<file path="src/pdu_pkg.sv">
// Constants and types for the command port
package pdu_pkg;
  // ==========================================================
  // Link timing
  localparam int unsigned CLK_HZ = 125_000_000;
  localparam int unsigned BAUD_BPS = 9600;
  localparam int unsigned BIT_CYCLES = CLK_HZ / BAUD_BPS;
  localparam int unsigned DATA_BITS = 8;
  localparam logic TX_IDLE_LEVEL = 1'b1;
  // ==========================================================
  // Command codes
  localparam logic [7:0] CMD_CLASS = 8'h01;
  localparam logic [7:0] CMD_STATUS = 8'h02;
  localparam logic [7:0] INPUT_VOLTAGE_QUERY_CMD = 8'h03;
  localparam logic [7:0] KEEPALIVE_PULSE_ENABLE_CMD = 8'h04;
  localparam logic [7:0] KEEPALIVE_PULSE_DISABLE_CMD = 8'h05;
  // ==========================================================
  // Response fields
  localparam int unsigned CLASS_REQ_LSB = 4;
  localparam int unsigned STATUS_KIND_BIT = 5;
  localparam int unsigned STATUS_AUTO_BIT = 4;
  // ==========================================================
  // Keepalive pulse timing, ms and cycles
  localparam int unsigned CYCLES_PER_MS = CLK_HZ / 1000;
  localparam int unsigned LONG_HIGH_MS = 100;
  localparam int unsigned LONG_PERIOD_MS = 300;
  localparam int unsigned SHORT_HIGH_MS = 10;
  localparam int unsigned SHORT_PERIOD_MS = 300;
  localparam int unsigned LONG_HIGH_CYC = LONG_HIGH_MS * CYCLES_PER_MS;
  localparam int unsigned LONG_PERIOD_CYC = LONG_PERIOD_MS * CYCLES_PER_MS;
  localparam int unsigned SHORT_HIGH_CYC = SHORT_HIGH_MS * CYCLES_PER_MS;
  localparam int unsigned SHORT_PERIOD_CYC =
    SHORT_PERIOD_MS * CYCLES_PER_MS;
  // ==========================================================
  // States
  typedef enum logic [1:0] {
    TX_IDLE = 2'b00, TX_START = 2'b01, TX_DATA = 2'b10, TX_STOP = 2'b11
  } pdu_tx_e;
  typedef enum logic [1:0] {
    RX_IDLE = 2'b00, RX_START = 2'b01, RX_DATA = 2'b10, RX_STOP = 2'b11
  } pdu_rx_e;
endpackage : pdu_pkg

</file>
<file path="src/pdu_cmd_port.sv">
// Serial command port with keepalive pulse generation
// Contract
// (RULE1) Link runs fixed at 9600 bits per second
// (RULE2) Start, eight data bits LSB first, stop
// (RULE3) Receive and transmit run independently
// (RULE4) Execute command; answer only read commands
// (RULE5) Controller waits for response end
// (RULE6) Code 01 returns class byte
// (RULE7) Code 02 returns status byte
// (RULE8) Code 03 returns input voltage
// (RULE9) Code 04 enables keepalive pulses
// (RULE10) Code 05 disables keepalive pulses
// (RULE11) Pulses never start without enable command
// (RULE12) Pulse form follows source supported kind
// (RULE13) Long and short pulse forms offered
// (RULE14) Pulses toggle transmit pin, no frames
// (RULE15) Controller ignores transmit line while pulsing
// (RULE16) Disable restores ordinary serial operation
// (RULE17) Class byte: requested 7:4, granted 3:0
// (RULE18) Status bit 5: pulse kind, 1 short
// (RULE19) Voltage: high byte then low byte
// (RULE20) No response after enable command
// (RULE21) Unknown codes ignored, pulse state kept
`timescale 1ns/1ns
module pdu_cmd_port
  import pdu_pkg::*;
#(
  parameter int unsigned BIT_CYC = BIT_CYCLES,
  parameter int unsigned LONG_HIGH = LONG_HIGH_CYC,
  parameter int unsigned LONG_PERIOD = LONG_PERIOD_CYC,
  parameter int unsigned SHORT_HIGH = SHORT_HIGH_CYC,
  parameter int unsigned SHORT_PERIOD = SHORT_PERIOD_CYC
) (
  input wire logic ref_clk,
  input wire logic resetn,
  input wire logic rxd,
  output logic txd,
  input wire logic [3:0] classRequested,
  input wire logic [3:0] classGranted,
  input wire logic autoclassEn,
  input wire logic [2:0] levelPulseCount,
  input wire logic sourcePulseKind,
  input wire logic [15:0] inputVoltage,
  output logic pulsesOn,
  output logic txBusy
);
  localparam int unsigned BW = $clog2(BIT_CYC + 1);
  localparam logic [BW-1:0] LAST = BW'(BIT_CYC - 1);

  logic [7:0] rxByte;
  logic rxValid;

  pdu_uart_rx #(.BIT_CYC(BIT_CYC)) u_rx (
    .ref_clk(ref_clk),
    .resetn(resetn),
    .rxd(rxd),
    .rxByte(rxByte),
    .rxValid(rxValid)
  );

  pdu_tx_e tx_q, tx_d;
  logic [BW-1:0] bit_q, bit_d;
  logic [2:0] idx_q, idx_d;
  logic [7:0] data_q, data_d, pendByte_q, pendByte_d;
  logic pend_q, pend_d, on_q, on_d;
  logic canAnswer;
  logic [7:0] statusByte;

  // ==========================================================
  // Command decode and transmitter
  always_comb begin
    statusByte = 8'h00;
    statusByte[STATUS_KIND_BIT] = sourcePulseKind; // [RULE18]
    statusByte[STATUS_AUTO_BIT] = autoclassEn;
    statusByte[2:0] = levelPulseCount; // [RULE7]
    canAnswer = !on_q && tx_q == TX_IDLE && !pend_q; // [RULE5]
    tx_d = tx_q;
    bit_d = (tx_q == TX_IDLE || bit_q == LAST) ? '0 : bit_q + BW'(1);
    idx_d = idx_q;
    data_d = data_q;
    pend_d = pend_q;
    pendByte_d = pendByte_q;
    on_d = on_q;
    case (tx_q)
      TX_IDLE: if (pend_q) begin
        data_d = pendByte_q; // [RULE19]
        pend_d = 1'b0;
        tx_d = TX_START;
      end
      TX_START: if (bit_q == LAST) begin
        tx_d = TX_DATA;
        idx_d = '0;
      end
      TX_DATA: if (bit_q == LAST) begin
        if (idx_q == 3'h7) tx_d = TX_STOP; // [RULE2]
        else idx_d = idx_q + 3'h1;
      end
      TX_STOP: if (bit_q == LAST) tx_d = TX_IDLE;
      default: tx_d = TX_IDLE;
    endcase
    if (rxValid) begin // [RULE4]
      case (rxByte)
        CMD_CLASS: if (canAnswer) begin
          data_d = {classRequested, classGranted}; // [RULE6] [RULE17]
          tx_d = TX_START;
        end
        CMD_STATUS: if (canAnswer) begin
          data_d = statusByte; // [RULE7]
          tx_d = TX_START;
        end
        INPUT_VOLTAGE_QUERY_CMD: if (canAnswer) begin
          data_d = inputVoltage[15:8]; // [RULE8] [RULE19]
          pendByte_d = inputVoltage[7:0];
          pend_d = 1'b1;
          tx_d = TX_START;
        end
        KEEPALIVE_PULSE_ENABLE_CMD: begin
          on_d = 1'b1; // [RULE9]
          tx_d = TX_IDLE; // [RULE20] [RULE15]
          pend_d = 1'b0;
        end
        KEEPALIVE_PULSE_DISABLE_CMD: on_d = 1'b0; // [RULE10] [RULE16]
        default: ; // [RULE21]
      endcase
    end
  end

  always_ff @(posedge ref_clk or negedge resetn) begin
    if (!resetn) begin
      tx_q <= TX_IDLE;
      bit_q <= '0;
      idx_q <= '0;
      data_q <= 8'h00;
      pendByte_q <= 8'h00;
      pend_q <= 1'b0;
      on_q <= 1'b0; // [RULE11]
    end else begin
      tx_q <= tx_d;
      bit_q <= bit_d; // [RULE1]
      idx_q <= idx_d;
      data_q <= data_d;
      pendByte_q <= pendByte_d;
      pend_q <= pend_d;
      on_q <= on_d;
    end
  end

  // ==========================================================
  // Keepalive pulse generator
  logic [31:0] pc_q, pc_d;
  logic kind_q, kind_d, lvl_q, lvl_d;
  logic [31:0] highCyc, periodCyc;

  always_comb begin
    kind_d = kind_q;
    pc_d = pc_q + 32'h0000_0001;
    periodCyc = kind_q ? SHORT_PERIOD : LONG_PERIOD; // [RULE13]
    if (!on_q) begin
      pc_d = 32'h0000_0000;
      kind_d = sourcePulseKind;
    end else if (pc_q == periodCyc - 32'h0000_0001) begin
      pc_d = 32'h0000_0000;
      kind_d = sourcePulseKind; // [RULE12]
    end
    highCyc = kind_d ? SHORT_HIGH : LONG_HIGH; // [RULE13]
    lvl_d = on_d && on_q && pc_d < highCyc;
  end

  always_ff @(posedge ref_clk or negedge resetn) begin
    if (!resetn) begin
      pc_q <= 32'h0000_0000;
      kind_q <= 1'b0;
      lvl_q <= 1'b0;
    end else begin
      pc_q <= pc_d;
      kind_q <= kind_d;
      lvl_q <= lvl_d;
    end
  end

  // ==========================================================
  // Transmit pin
  logic txd_q, txd_d;

  always_comb begin
    case (tx_d)
      TX_START: txd_d = 1'b0;
      TX_DATA: txd_d = data_d[idx_d]; // [RULE2]
      default: txd_d = TX_IDLE_LEVEL;
    endcase
    if (on_d) txd_d = lvl_d; // [RULE14]
  end

  always_ff @(posedge ref_clk or negedge resetn) begin
    if (!resetn) txd_q <= TX_IDLE_LEVEL;
    else txd_q <= txd_d;
  end

  assign txd = txd_q;
  assign pulsesOn = on_q;
  assign txBusy = tx_q != TX_IDLE || pend_q;

  // ==========================================================
  // Checks
  property p_bitLen;
    @(posedge ref_clk) disable iff (!resetn)
    bit_q <= LAST && (on_q || tx_q == TX_IDLE || bit_q == '0
      || $stable(txd));
  endproperty
  a_bitLen: assert property (p_bitLen) // [RULE1]
    else $error("bit counter overran bit time");

  property p_frameLevels;
    @(posedge ref_clk) disable iff (!resetn)
    !on_q |-> txd == (tx_q == TX_START ? 1'b0 :
      tx_q == TX_DATA ? data_q[idx_q] : 1'b1);
  endproperty
  a_frameLevels: assert property (p_frameLevels) // [RULE2]
    else $error("transmit level does not match frame");

  property p_classResp;
    @(posedge ref_clk) disable iff (!resetn)
    rxValid && rxByte == CMD_CLASS && canAnswer |=> tx_q == TX_START
      && data_q == $past({classRequested, classGranted});
  endproperty
  a_classResp: assert property (p_classResp) // [RULE6] [RULE17]
    else $error("class answer wrong");

  property p_statusResp;
    @(posedge ref_clk) disable iff (!resetn)
    rxValid && rxByte == CMD_STATUS && canAnswer |=>
      data_q[7:5] == {2'b00, $past(sourcePulseKind)}
      && data_q[2:0] == $past(levelPulseCount) && !data_q[3]
      && data_q[4] == $past(autoclassEn);
  endproperty
  a_statusResp: assert property (p_statusResp) // [RULE7] [RULE18]
    else $error("status answer wrong");

  property p_voltResp;
    @(posedge ref_clk) disable iff (!resetn)
    rxValid && rxByte == INPUT_VOLTAGE_QUERY_CMD && canAnswer |=>
      data_q == $past(inputVoltage[15:8]) && pend_q
      && pendByte_q == $past(inputVoltage[7:0]);
  endproperty
  a_voltResp: assert property (p_voltResp) // [RULE8] [RULE19]
    else $error("voltage answer wrong");

  property p_enable;
    @(posedge ref_clk) disable iff (!resetn)
    rxValid && rxByte == KEEPALIVE_PULSE_ENABLE_CMD |=>
      on_q && tx_q == TX_IDLE && !pend_q;
  endproperty
  a_enable: assert property (p_enable) // [RULE9] [RULE20]
    else $error("enable not taken or answer sent");

  property p_disable;
    @(posedge ref_clk) disable iff (!resetn)
    rxValid && rxByte == KEEPALIVE_PULSE_DISABLE_CMD |=> ##1
      !on_q && txd;
  endproperty
  a_disable: assert property (p_disable) // [RULE10] [RULE16]
    else $error("disable did not restore serial idle");

  property p_noSelfStart;
    @(posedge ref_clk) disable iff (!resetn)
    !on_q && !(rxValid && rxByte == KEEPALIVE_PULSE_ENABLE_CMD)
      |=> !on_q;
  endproperty
  a_noSelfStart: assert property (p_noSelfStart) // [RULE11]
    else $error("pulses started without command");

  property p_pulseLine;
    @(posedge ref_clk) disable iff (!resetn)
    on_q && $past(on_q) |-> txd == lvl_q
      && (!lvl_q || pc_q < (kind_q ? SHORT_HIGH : LONG_HIGH));
  endproperty
  a_pulseLine: assert property (p_pulseLine) // [RULE12] [RULE14]
    else $error("pulse line wrong");

  property p_unknown;
    @(posedge ref_clk) disable iff (!resetn)
    rxValid && (rxByte == 8'h00 || rxByte > 8'h05) && tx_q == TX_IDLE
      && !pend_q |=> tx_q == TX_IDLE && $stable(on_q);
  endproperty
  a_unknown: assert property (p_unknown) // [RULE21]
    else $error("unknown code changed state");

  c_class: cover property (@(posedge ref_clk)
    rxValid && rxByte == CMD_CLASS && canAnswer);
  c_volt: cover property (@(posedge ref_clk)
    tx_q == TX_IDLE && pend_q);
  c_pulse: cover property (@(posedge ref_clk) on_q && lvl_q);
  c_off: cover property (@(posedge ref_clk)
    $fell(on_q));
endmodule : pdu_cmd_port

</file>
<file path="src/pdu_uart_rx.sv">
// Serial byte receiver for the command port
`timescale 1ns/1ns
module pdu_uart_rx
  import pdu_pkg::*;
#(
  parameter int unsigned BIT_CYC = BIT_CYCLES
) (
  input wire logic ref_clk,
  input wire logic resetn,
  input wire logic rxd,
  output logic [7:0] rxByte,
  output logic rxValid
);
  localparam int unsigned BW = $clog2(BIT_CYC + 1);
  localparam logic [BW-1:0] LAST = BW'(BIT_CYC - 1);
  localparam logic [BW-1:0] HALF = BW'(BIT_CYC / 2 - 1);

  pdu_rx_e st_q, st_d;
  logic [BW-1:0] cnt_q, cnt_d;
  logic [2:0] idx_q, idx_d;
  logic [7:0] sh_q, sh_d, byte_q, byte_d;
  logic vld_q, vld_d;

  // ==========================================================
  // Frame sampling
  always_comb begin
    st_d = st_q;
    cnt_d = cnt_q + BW'(1);
    idx_d = idx_q;
    sh_d = sh_q;
    byte_d = byte_q;
    vld_d = 1'b0;
    case (st_q)
      RX_IDLE: begin
        cnt_d = '0;
        if (!rxd) st_d = RX_START; // [RULE3]
      end
      RX_START: if (cnt_q == HALF) begin
        cnt_d = '0;
        idx_d = '0;
        st_d = rxd ? RX_IDLE : RX_DATA; // [RULE2]
      end
      RX_DATA: if (cnt_q == LAST) begin
        cnt_d = '0;
        sh_d = {rxd, sh_q[7:1]}; // [RULE2]
        if (idx_q == 3'h7) st_d = RX_STOP;
        else idx_d = idx_q + 3'h1;
      end
      RX_STOP: if (cnt_q == LAST) begin
        st_d = RX_IDLE;
        if (rxd) begin
          vld_d = 1'b1;
          byte_d = sh_q;
        end
      end
      default: st_d = RX_IDLE;
    endcase
  end

  always_ff @(posedge ref_clk or negedge resetn) begin
    if (!resetn) begin
      st_q <= RX_IDLE;
      cnt_q <= '0;
      idx_q <= '0;
      sh_q <= 8'h00;
      byte_q <= 8'h00;
      vld_q <= 1'b0;
    end else begin
      st_q <= st_d;
      cnt_q <= cnt_d;
      idx_q <= idx_d;
      sh_q <= sh_d;
      byte_q <= byte_d;
      vld_q <= vld_d;
    end
  end

  assign rxByte = byte_q;
  assign rxValid = vld_q;

  // ==========================================================
  // Checks
  property p_rxPulse;
    @(posedge ref_clk) disable iff (!resetn)
    rxValid |-> ($past(rxd) && $past(st_q == RX_STOP)) ##1 !rxValid;
  endproperty
  a_rxPulse: assert property (p_rxPulse) // [RULE3] [RULE2]
    else $error("receive strobe longer than one cycle");
endmodule : pdu_uart_rx

</file>
<file path="config.mk">
export PLATFORM = sky130hd
export DESIGN_NAME = pdu_cmd_port
export DESIGN_NICKNAME = d
export VERILOG_FILES = /design/src/pdu_pkg.sv /design/src/pdu_cmd_port.sv /design/src/pdu_uart_rx.sv
export SDC_FILE = /design/constraint.sdc
export NUM_CORES = 1
export LEC_CHECK = 0
export BUFFER_PORTS_ARGS = -buffer_cell sky130_fd_sc_hd__buf_2
export CAP_MARGIN = 20
export CELL_PAD_IN_SITES_DETAIL_PLACEMENT = 0
export CELL_PAD_IN_SITES_GLOBAL_PLACEMENT = 1
export CORE_ASPECT_RATIO = 0.6
export CORE_MARGIN = 1.5
export CORE_UTILIZATION = 44
export CTS_BUF_LIST = sky130_fd_sc_hd__clkbuf_16
export DETAILED_ROUTE_END_ITERATION = 10
export GPL_ROUTABILITY_DRIVEN = 0
export PLACE_DENSITY = 0.73
export RECOVER_POWER = 50
export SLEW_MARGIN = 20
export SYNTH_ARGS = -nofsm -noshare
export SYNTH_HDL_FRONTEND = slang
export SYNTH_HIERARCHICAL = 1
export SYNTH_SLANG_ARGS = --single-unit
export TNS_END_PERCENT = 100
</file>
<file path="constraint.sdc">
create_clock -name ref_clk -period 3.64 [get_ports ref_clk]
set_input_delay 0 -clock ref_clk [delete_from_list [all_inputs] [get_ports ref_clk]]
set_output_delay 0 -clock ref_clk [all_outputs]
set_load 0.05 [all_outputs]
</file>
=== Word-level counts from Yosys, hierarchy flattened ===
Cells that the tools add are included.

* Bits in registers: 107
* Latch bits: 0
* RAM bits: 0
* Bits in read-only memories: 0
* Output and inout bits: 3
* Word-level logic and storage cells: 119
* Memories kept: 0

* $add $sub $neg: 5
* $mul: 0
* Divide/modulo/power cells: 0
* Order comparisons: 2
* Equality and inequality tests: 25
* Shift operators: 0
* Multiplexer cells: 53
* Bitwise operators: 0
* Reduce and logical (&&, ||, !) cells: 18

{| class="wikitable"
|+ Operator list
! kind !! number
|-
| two-way mux 32 bit || 2
|-
| two-way mux 8 bit || 6
|-
| two-way mux 14 bit || 3
|-
| one-hot mux 14 bit (3 select lines) || 1
|-
| adder 32 x 1 -> 32 bit, second input constant || 1
|-
| == test 32 x 26 -> 1 bit, second input constant || 1
|-
| < comparator 32 x 24 -> 1 bit || 1
|-
| adder 14 x 1 -> 14 bit, second input constant || 2
|-
| == test 14 bit, second input constant || 2
|-
| two-way mux 2 bit || 13
|-
| two-way mux 24 bit || 1
|-
| one-hot mux 8 bit (3 select lines) || 1
|-
| two-way mux 3 bit || 6
|-
| == test 8 x 2 -> 1 bit, second input constant || 2
|-
| == test 8 x 3 -> 1 bit, second input constant || 2
|-
| one-hot mux 2 bit (4 select lines) || 2
|-
| == test 14 x 13 -> 1 bit, second input constant || 1
|-
| one-hot mux 3 bit (2 select lines) || 2
|-
| two-way mux 1 bit || 11
|-
| == test 2 bit, second input constant || 5
|-
| == test 8 x 1 -> 1 bit, second input constant || 1
|-
| != test 2 x 1 -> 1 bit, second input constant || 4
|-
| adder 3 x 1 -> 3 bit, second input constant || 2
|-
| == test 2 x 1 -> 1 bit, second input constant || 3
|-
| other kinds (16) || 28
|}

=== Longest topological paths before layout ===
* Depth after elaboration: 10
* Mapped depth: 16
* Gate-level depth less buffers: 14

=== Hierarchy ===
The synthesis kept the hierarchy.

{| class="wikitable"
|+ Modules (own cells, without submodules)
! module !! instances !! cells each !! area each (sq um) !! seq. area each (sq um)
|-
| pdu_cmd_port || 1 || 437 || 4312.9 || 1778.0
|-
| pdu_uart_rx || 1 || 141 || 1689.1 || 900.9
|}

=== Worst setup path before layout ===
Ideal clock, no wire load.

* Path type: reg-to-reg
* Start: register pc_q[24]
* End: register txd_q, in the netlist txd
* Library setup time: 80 ps
* Arrival: 3825 ps
* Setup slack: -265 ps
* Stages on the path, launching flop included: 15
* Clock period less this slack: 3905 ps
* Path through: dfrtp_1 -> clkbuf_2 -> nor4b_1 -> nand4_1 -> o41ai_2 -> clkbuf_1 -> clkbuf_1 -> o21ai_0 -> ha_1 -> nand2_1 -> or4_4 -> a2111oi_4 -> o31ai_1 -> a31o_1 -> a32o_1

* Word-level cells in the longest chain between the ends: 7

{| class="wikitable"
|+ RTL lines
! item !! line !! RTL
|-
| start: declaration || pdu_cmd_port.sv:150 || <nowiki>logic [31:0] pc_q, pc_d;</nowiki>
|-
| start signal: assignment || pdu_cmd_port.sv:175 || <nowiki>pc_q <= pc_d;</nowiki>
|-
| branches (longest 4 deep; another with adder 32 x 1 -> 32 bit) || -- ||
|-
| < comparator 32 x 24 -> 1 bit (*) || pdu_cmd_port.sv:166 || <nowiki>lvl_d = on_d && on_q && pc_d < highCyc;</nowiki>
|-
| logical AND 1 bit (*) || pdu_cmd_port.sv:166 ||
|-
| two-way mux 1 bit (*) || pdu_cmd_port.sv:191 || <nowiki>if (on_d) txd_d = lvl_d;</nowiki>
|-
| net txd_d || pdu_cmd_port.sv:183 || <nowiki>logic txd_q, txd_d;</nowiki>
|-
| end signal: assignment || pdu_cmd_port.sv:196 || <nowiki>else txd_q <= txd_d;</nowiki>
|-
| end: declaration || pdu_cmd_port.sv:183 ||
|}

Mark *: on every way through the listed nets, which the timed path passes.
A chain may end at the register's enable or synchronous reset.

=== Worst setup path after layout ===
* Start: register pc_q[23]
* End: register txd_q, in the netlist txd

* Word-level cells in the longest chain between the ends: 7

{| class="wikitable"
|+ RTL lines
! item !! line !! RTL
|-
| == test 32 x 26 -> 1 bit || pdu_cmd_port.sv:161 || <nowiki>end else if (pc_q == periodCyc - 32'h0000_0001) begin</nowiki>
|-
| two-way mux 1 bit || pdu_cmd_port.sv:161 ||
|-
| two-way mux 1 bit || pdu_cmd_port.sv:158 || <nowiki>if (!on_q) begin</nowiki>
|-
| net kind_d || pdu_cmd_port.sv:151 || <nowiki>logic kind_q, kind_d, lvl_q, lvl_d;</nowiki>
|-
| two-way mux 24 bit || pdu_cmd_port.sv:165 || <nowiki>highCyc = kind_d ? SHORT_HIGH : LONG_HIGH;</nowiki>
|-
| < comparator 32 x 24 -> 1 bit || pdu_cmd_port.sv:166 ||
|-
| logical AND 1 bit || pdu_cmd_port.sv:166 ||
|-
| two-way mux 1 bit || pdu_cmd_port.sv:191 ||
|-
| net txd_d || pdu_cmd_port.sv:183 ||
|}

The timed path passes the listed nets, and every way through them passes these cells.

==> impl_summary.txt <==
----------------------------------------------------
[Setup path]
  Crit-path max cell delay ... 0.57 ns
  Worst setup path start ... pc_q[23]
  Number of buffer and inverter instances along the worst setup path ... 2
  Worst R2R End ... txd
  Worst setup path class ... reg -> reg
  Register-to-Register Setup Slack ... 0.11 ns
  Reg2Reg Launch Point ... pc_q[23]
  Cell count along the critical path ... 14
  Crit path capture ... txd
  Crit path arrival time ... 3.82 ns
  Endpoint class of the critical path ... flop
  Cell depth of the worst flop-to-flop path ... 14
  Worst path required time ... between 3 and 4 ns
  Master of the slowest instance on the critical path ... o41ai_4
  Maximum net fanout on the critical path ... 4
  Crit path launch type ... flop
  Cells along the critical path ... nor4b_4, nand4_1, o41ai_4, nand2_1, o21ai_2, inv_1, buf_4, ha_1, a21oi_1, and2_1, a2111oi_4, o31ai_1, a31o_1, a32o_1
  Family of cells with the greatest summed delay on the critical path ... compound AO/OA/AOI/OAI gates

[Logic synthesis]
  Fraction of the mapped netlist area in compound gates ... 0.0813
  Fraction of synthesized cell area taken by the top area cell type ... 0.442
  Number of flip-flops and latches in the synthesized netlist ... 107
  Count of yosys warnings during synthesis ... 6
  Cells after synthesis ... 578
  Top flip-flop cell by instance count after synthesis ... dfrtp_1
  Multiplexer share of the synthesized area ... 0.0949
  Area share of and/or/nand/nor cells after synthesis ... 0.223
  Post-synthesis xor/xnor area fraction ... 0.0773
  Adder and majority gate portion of the synthesized area ... 0.0521
  Count leader, synth ... dfrtp_1
  Cell Area, Synth ... 6000 um^2
  Synth unique cells ... 72
  Largest family of logic cells by synthesized area ... simple AND/OR/NAND/NOR gates
  Synth area leaders ... dfrtp_1, mux2_2, ha_1
  List of most frequent post-synthesis cells ... dfrtp_1, nor2_1, nand2_1
  Sequential fraction of the synthesis area ... 0.446
  Average instance area after synthesis ... 10.4 um^2
  Cell type contributing the most total cell area after synthesis ... dfrtp_1
  Number of enable-type register cells in the synthesized netlist ... 0
  Async set or reset register ratio after synthesis ... 1.00
  Post-synth net total ... 635

[Drt]
  Overall routed net length ... 14000 um
  Number of remaining DRC errors ... 0
  Routed length per instance ... 17.2 um
  Iteration-0 DRC Markers ... about 350
  Initial DRT Pass Iterations ... 5
  Via-to-Cell Ratio ... 5.52
  Number of antenna-violating nets in the routed design ... 0
  Number of vias after detailed routing ... 4515

[Die]
  Die height ... 93.5 um
  Initial Utilization ... 0.458
  Full die area ... 14400 um^2
  X dimension of the die ... 154 um
  Row count ... 32
  Io pins ... 35
  Floorplan Core Area ... 13100 um^2

[STA]
  Slew Viols, Final ... 0
  Final Hold Fails ... 0
  Final total negative setup slack ... 0 ns
  Post-route setup slack ... 0.105 ns
  Worst hold margin ... 0.0112 ns
  Max-slew headroom ... 0.119
  Maximum clock rate ... 0.283 GHz
  Clock Skew ... 0.00779 ns
  Slew at the pin closest to its max-slew limit ... 1.32 ns
  Post-route minimum period ... 3.53 ns
  Final period utilization ... 0.971
  Setup violators final ... 0

[Final layout]
  Post-route standard cell area excluding fillers ... ~7000 um^2
  Layout Cells excl Fill ... just over 800
  Diodes inserted ... 0
  Ratio of cells with drive above 1 in the final layout ... 0.196
  Final-stage net count ... 700
  Relative area change from synthesis to final layout ... 15.4%
  Util after Layout ... 0.529

[Power]
  Pwr per Cell Area ... ~320 nW/um^2
  Maximum vdd drop ... between 0.15 and 0.2 mV
  Internal cell power ... 1.71 mW
  Leakage Power ... ~3.1 nW
  Switching share of power ... 0.234
  Tot Pwr ... roughly 2.2 mW
  Net switching power ... 522 uW
  Comb pwr share ... 0.037
  Share of total power in sequential cells ... 0.535
  Power share of the clock group ... 0.428

[Clock tree]
  Register clock-pin slew on the reported worst setup and hold paths ... 0.08 ns
  Root Driver ... clkbuf_16
  Worst-case clock buffer depth ... 2
  Clock tree from TritonCTS ... yes
  Deepest level of the CTS H-tree ... 3
  Source-to-sink clock delay at the later pin of the worst-skew pair ... ~0.35 ns
  Num CTS Buffers ... 9
  Clock net sink count ... 107

[Global routing]
  Met2 global-route usage ... 0.262
  Number of global-route vias before repair ... 4322
  Global route hottest layer ... met1
  Tot GR Track Use ... 0.209
  Initial antenna violation count ... 0
  Global-route wire length before repair ... 23200 um
  Met3 global-route usage ... 0.0635
  GR Util met1 ... 0.339
  Pin count of the biggest net entering global routing ... 44
  Grt ovf ... 0

[Placed design]
  DP HPWL ... approximately 11000 um
  Post-placement worst setup slack ... 0.0379 ns
  Port Buffers ... 34
  Post-placement cell count ... 784
  Instance area after placement ... 6450 um^2

[Flow run]
  Maximum Capacitance Violations ... 0

[Outcome]
  Run status ... finished, final reports clean

[Min path]
  Worst hold path depth ... 3
  Worst Hold Class ... in -> reg

----------------------------------------------------
cell usage in the layout (no fill, tap or decap), types with 3 or more instances in the layout:
cell type,n
mux2i_1,22
nor2b_1,3
nand2_1,39
o2bb2ai_1,4
and2_1,3
nor4b_1,3
nor3_1,9
buf_4,17
a31o_2,3
nand3_1,21
nand4_1,22
and4_1,5
xnor2_1,27
mux2_2,31
o21ai_0,9
nand2b_1,3
clkbuf_16,9
a21oi_1,15
inv_6,3
dfrtp_1,105
o31ai_1,5
nor3b_1,3
and3_1,10
or3_1,3
nand4_4,3
xor2_1,26
nor4_1,9
buf_2,32
ha_1,25
inv_1,23
dlygate4sd3_1,12
nor2_1,82
worst register-to-register path, stage by stage (launching register included):
cell and delay (ns):
dfrtp_2 0.45, nor4b_4 0.32, nand4_1 0.21, o41ai_4 0.57, nand2_1 0.18, o21ai_2 0.10, inv_1 0.07, buf_4 0.14
ha_1 0.29, a21oi_1 0.08, and2_1 0.19, a2111oi_4 0.29, o31ai_1 0.10, a31o_1 0.22, a32o_1 0.25
worst min-delay path by stage:
stage,from,end,slack [ns]
2_1_floorplan,resetn,bit_q[0],-0.30
3_3_place_gp,resetn,u_rx/sh_q[5],-0.09
3_5_place_dp,resetn,u_rx/sh_q[5],-0.08
4_1_cts,classRequested[2],data_q[6],0.007
5_1_grt,classRequested[0],data_q[4],0.04
6_report,classGranted[1],data_q[1],0.01
metal layers:
layer	vias to the layer above	wire [um]
met4	0	87
li1	2207	-
met2	143	5070
met5	-	0
met3	9	1170
met1	2156	7710
power by group through the flow:
stage	combinational, mW	clock (mW)	sequential [mW]
after floorplan	0.0229	0	1.22
after global placement	0.0719	0	1.22
after detailed placement	0.0744	0	1.22
after CTS	0.0847	0.991	1.19
after global routing	0.0947	1.04	1.20
final	0.0826	0.957	1.19
state kept, by name, summed over array words and instances (netlist names), named ones only:
| register | count |
|---|---|
| data_q | 8 |
| pulsesOn | 1 |
| u_rx/cnt_q | 14 |
| pc_q | 32 |
| pendByte_q | 8 |
| pend_q | 1 |
| kind_q | 1 |
| tx_q | 2 |
| u_rx/rxByte | 8 |
| u_rx/sh_q | 8 |
| bit_q | 14 |
| u_rx/rxValid | 1 |
| idx_q | 3 |
| u_rx/st_q | 1 |
| txd | 1 |
| u_rx/idx_q | 3 |
layout make-up:
| type | instances | area, um^2 |
|---|---|---|
| sequential | 107 | 2680 |
| timing repair buffer | 66 | 437 |
| fill | 1128 | 6170 |
| tap | 170 | 213 |
| multi-input combinational | 435 | 3210 |
| inverter | 24 | 90.1 |
| clock buffer | 9 | 225 |
| clock inverter | 7 | 70.1 |
repair_timing:
item / CTS / global route
hold endpoints to repair: 34 / 0
setup endpoints to repair: 0 / 1
setup buffers: 0 / 6
gates resized for setup: 0 / 7
hold buffers: 12 / 0
cells by family after synthesis:
logic type | Yosys count
and+or+nand+nor | 240
xor gates and xnor gates | 53
adders and majority gates | 25
buffers and inverters | 36
AOI/OAI and AO/OA | 64
DFF | 107
muxes | 53
No activity file was read; power rests on OpenSTA's default activity.
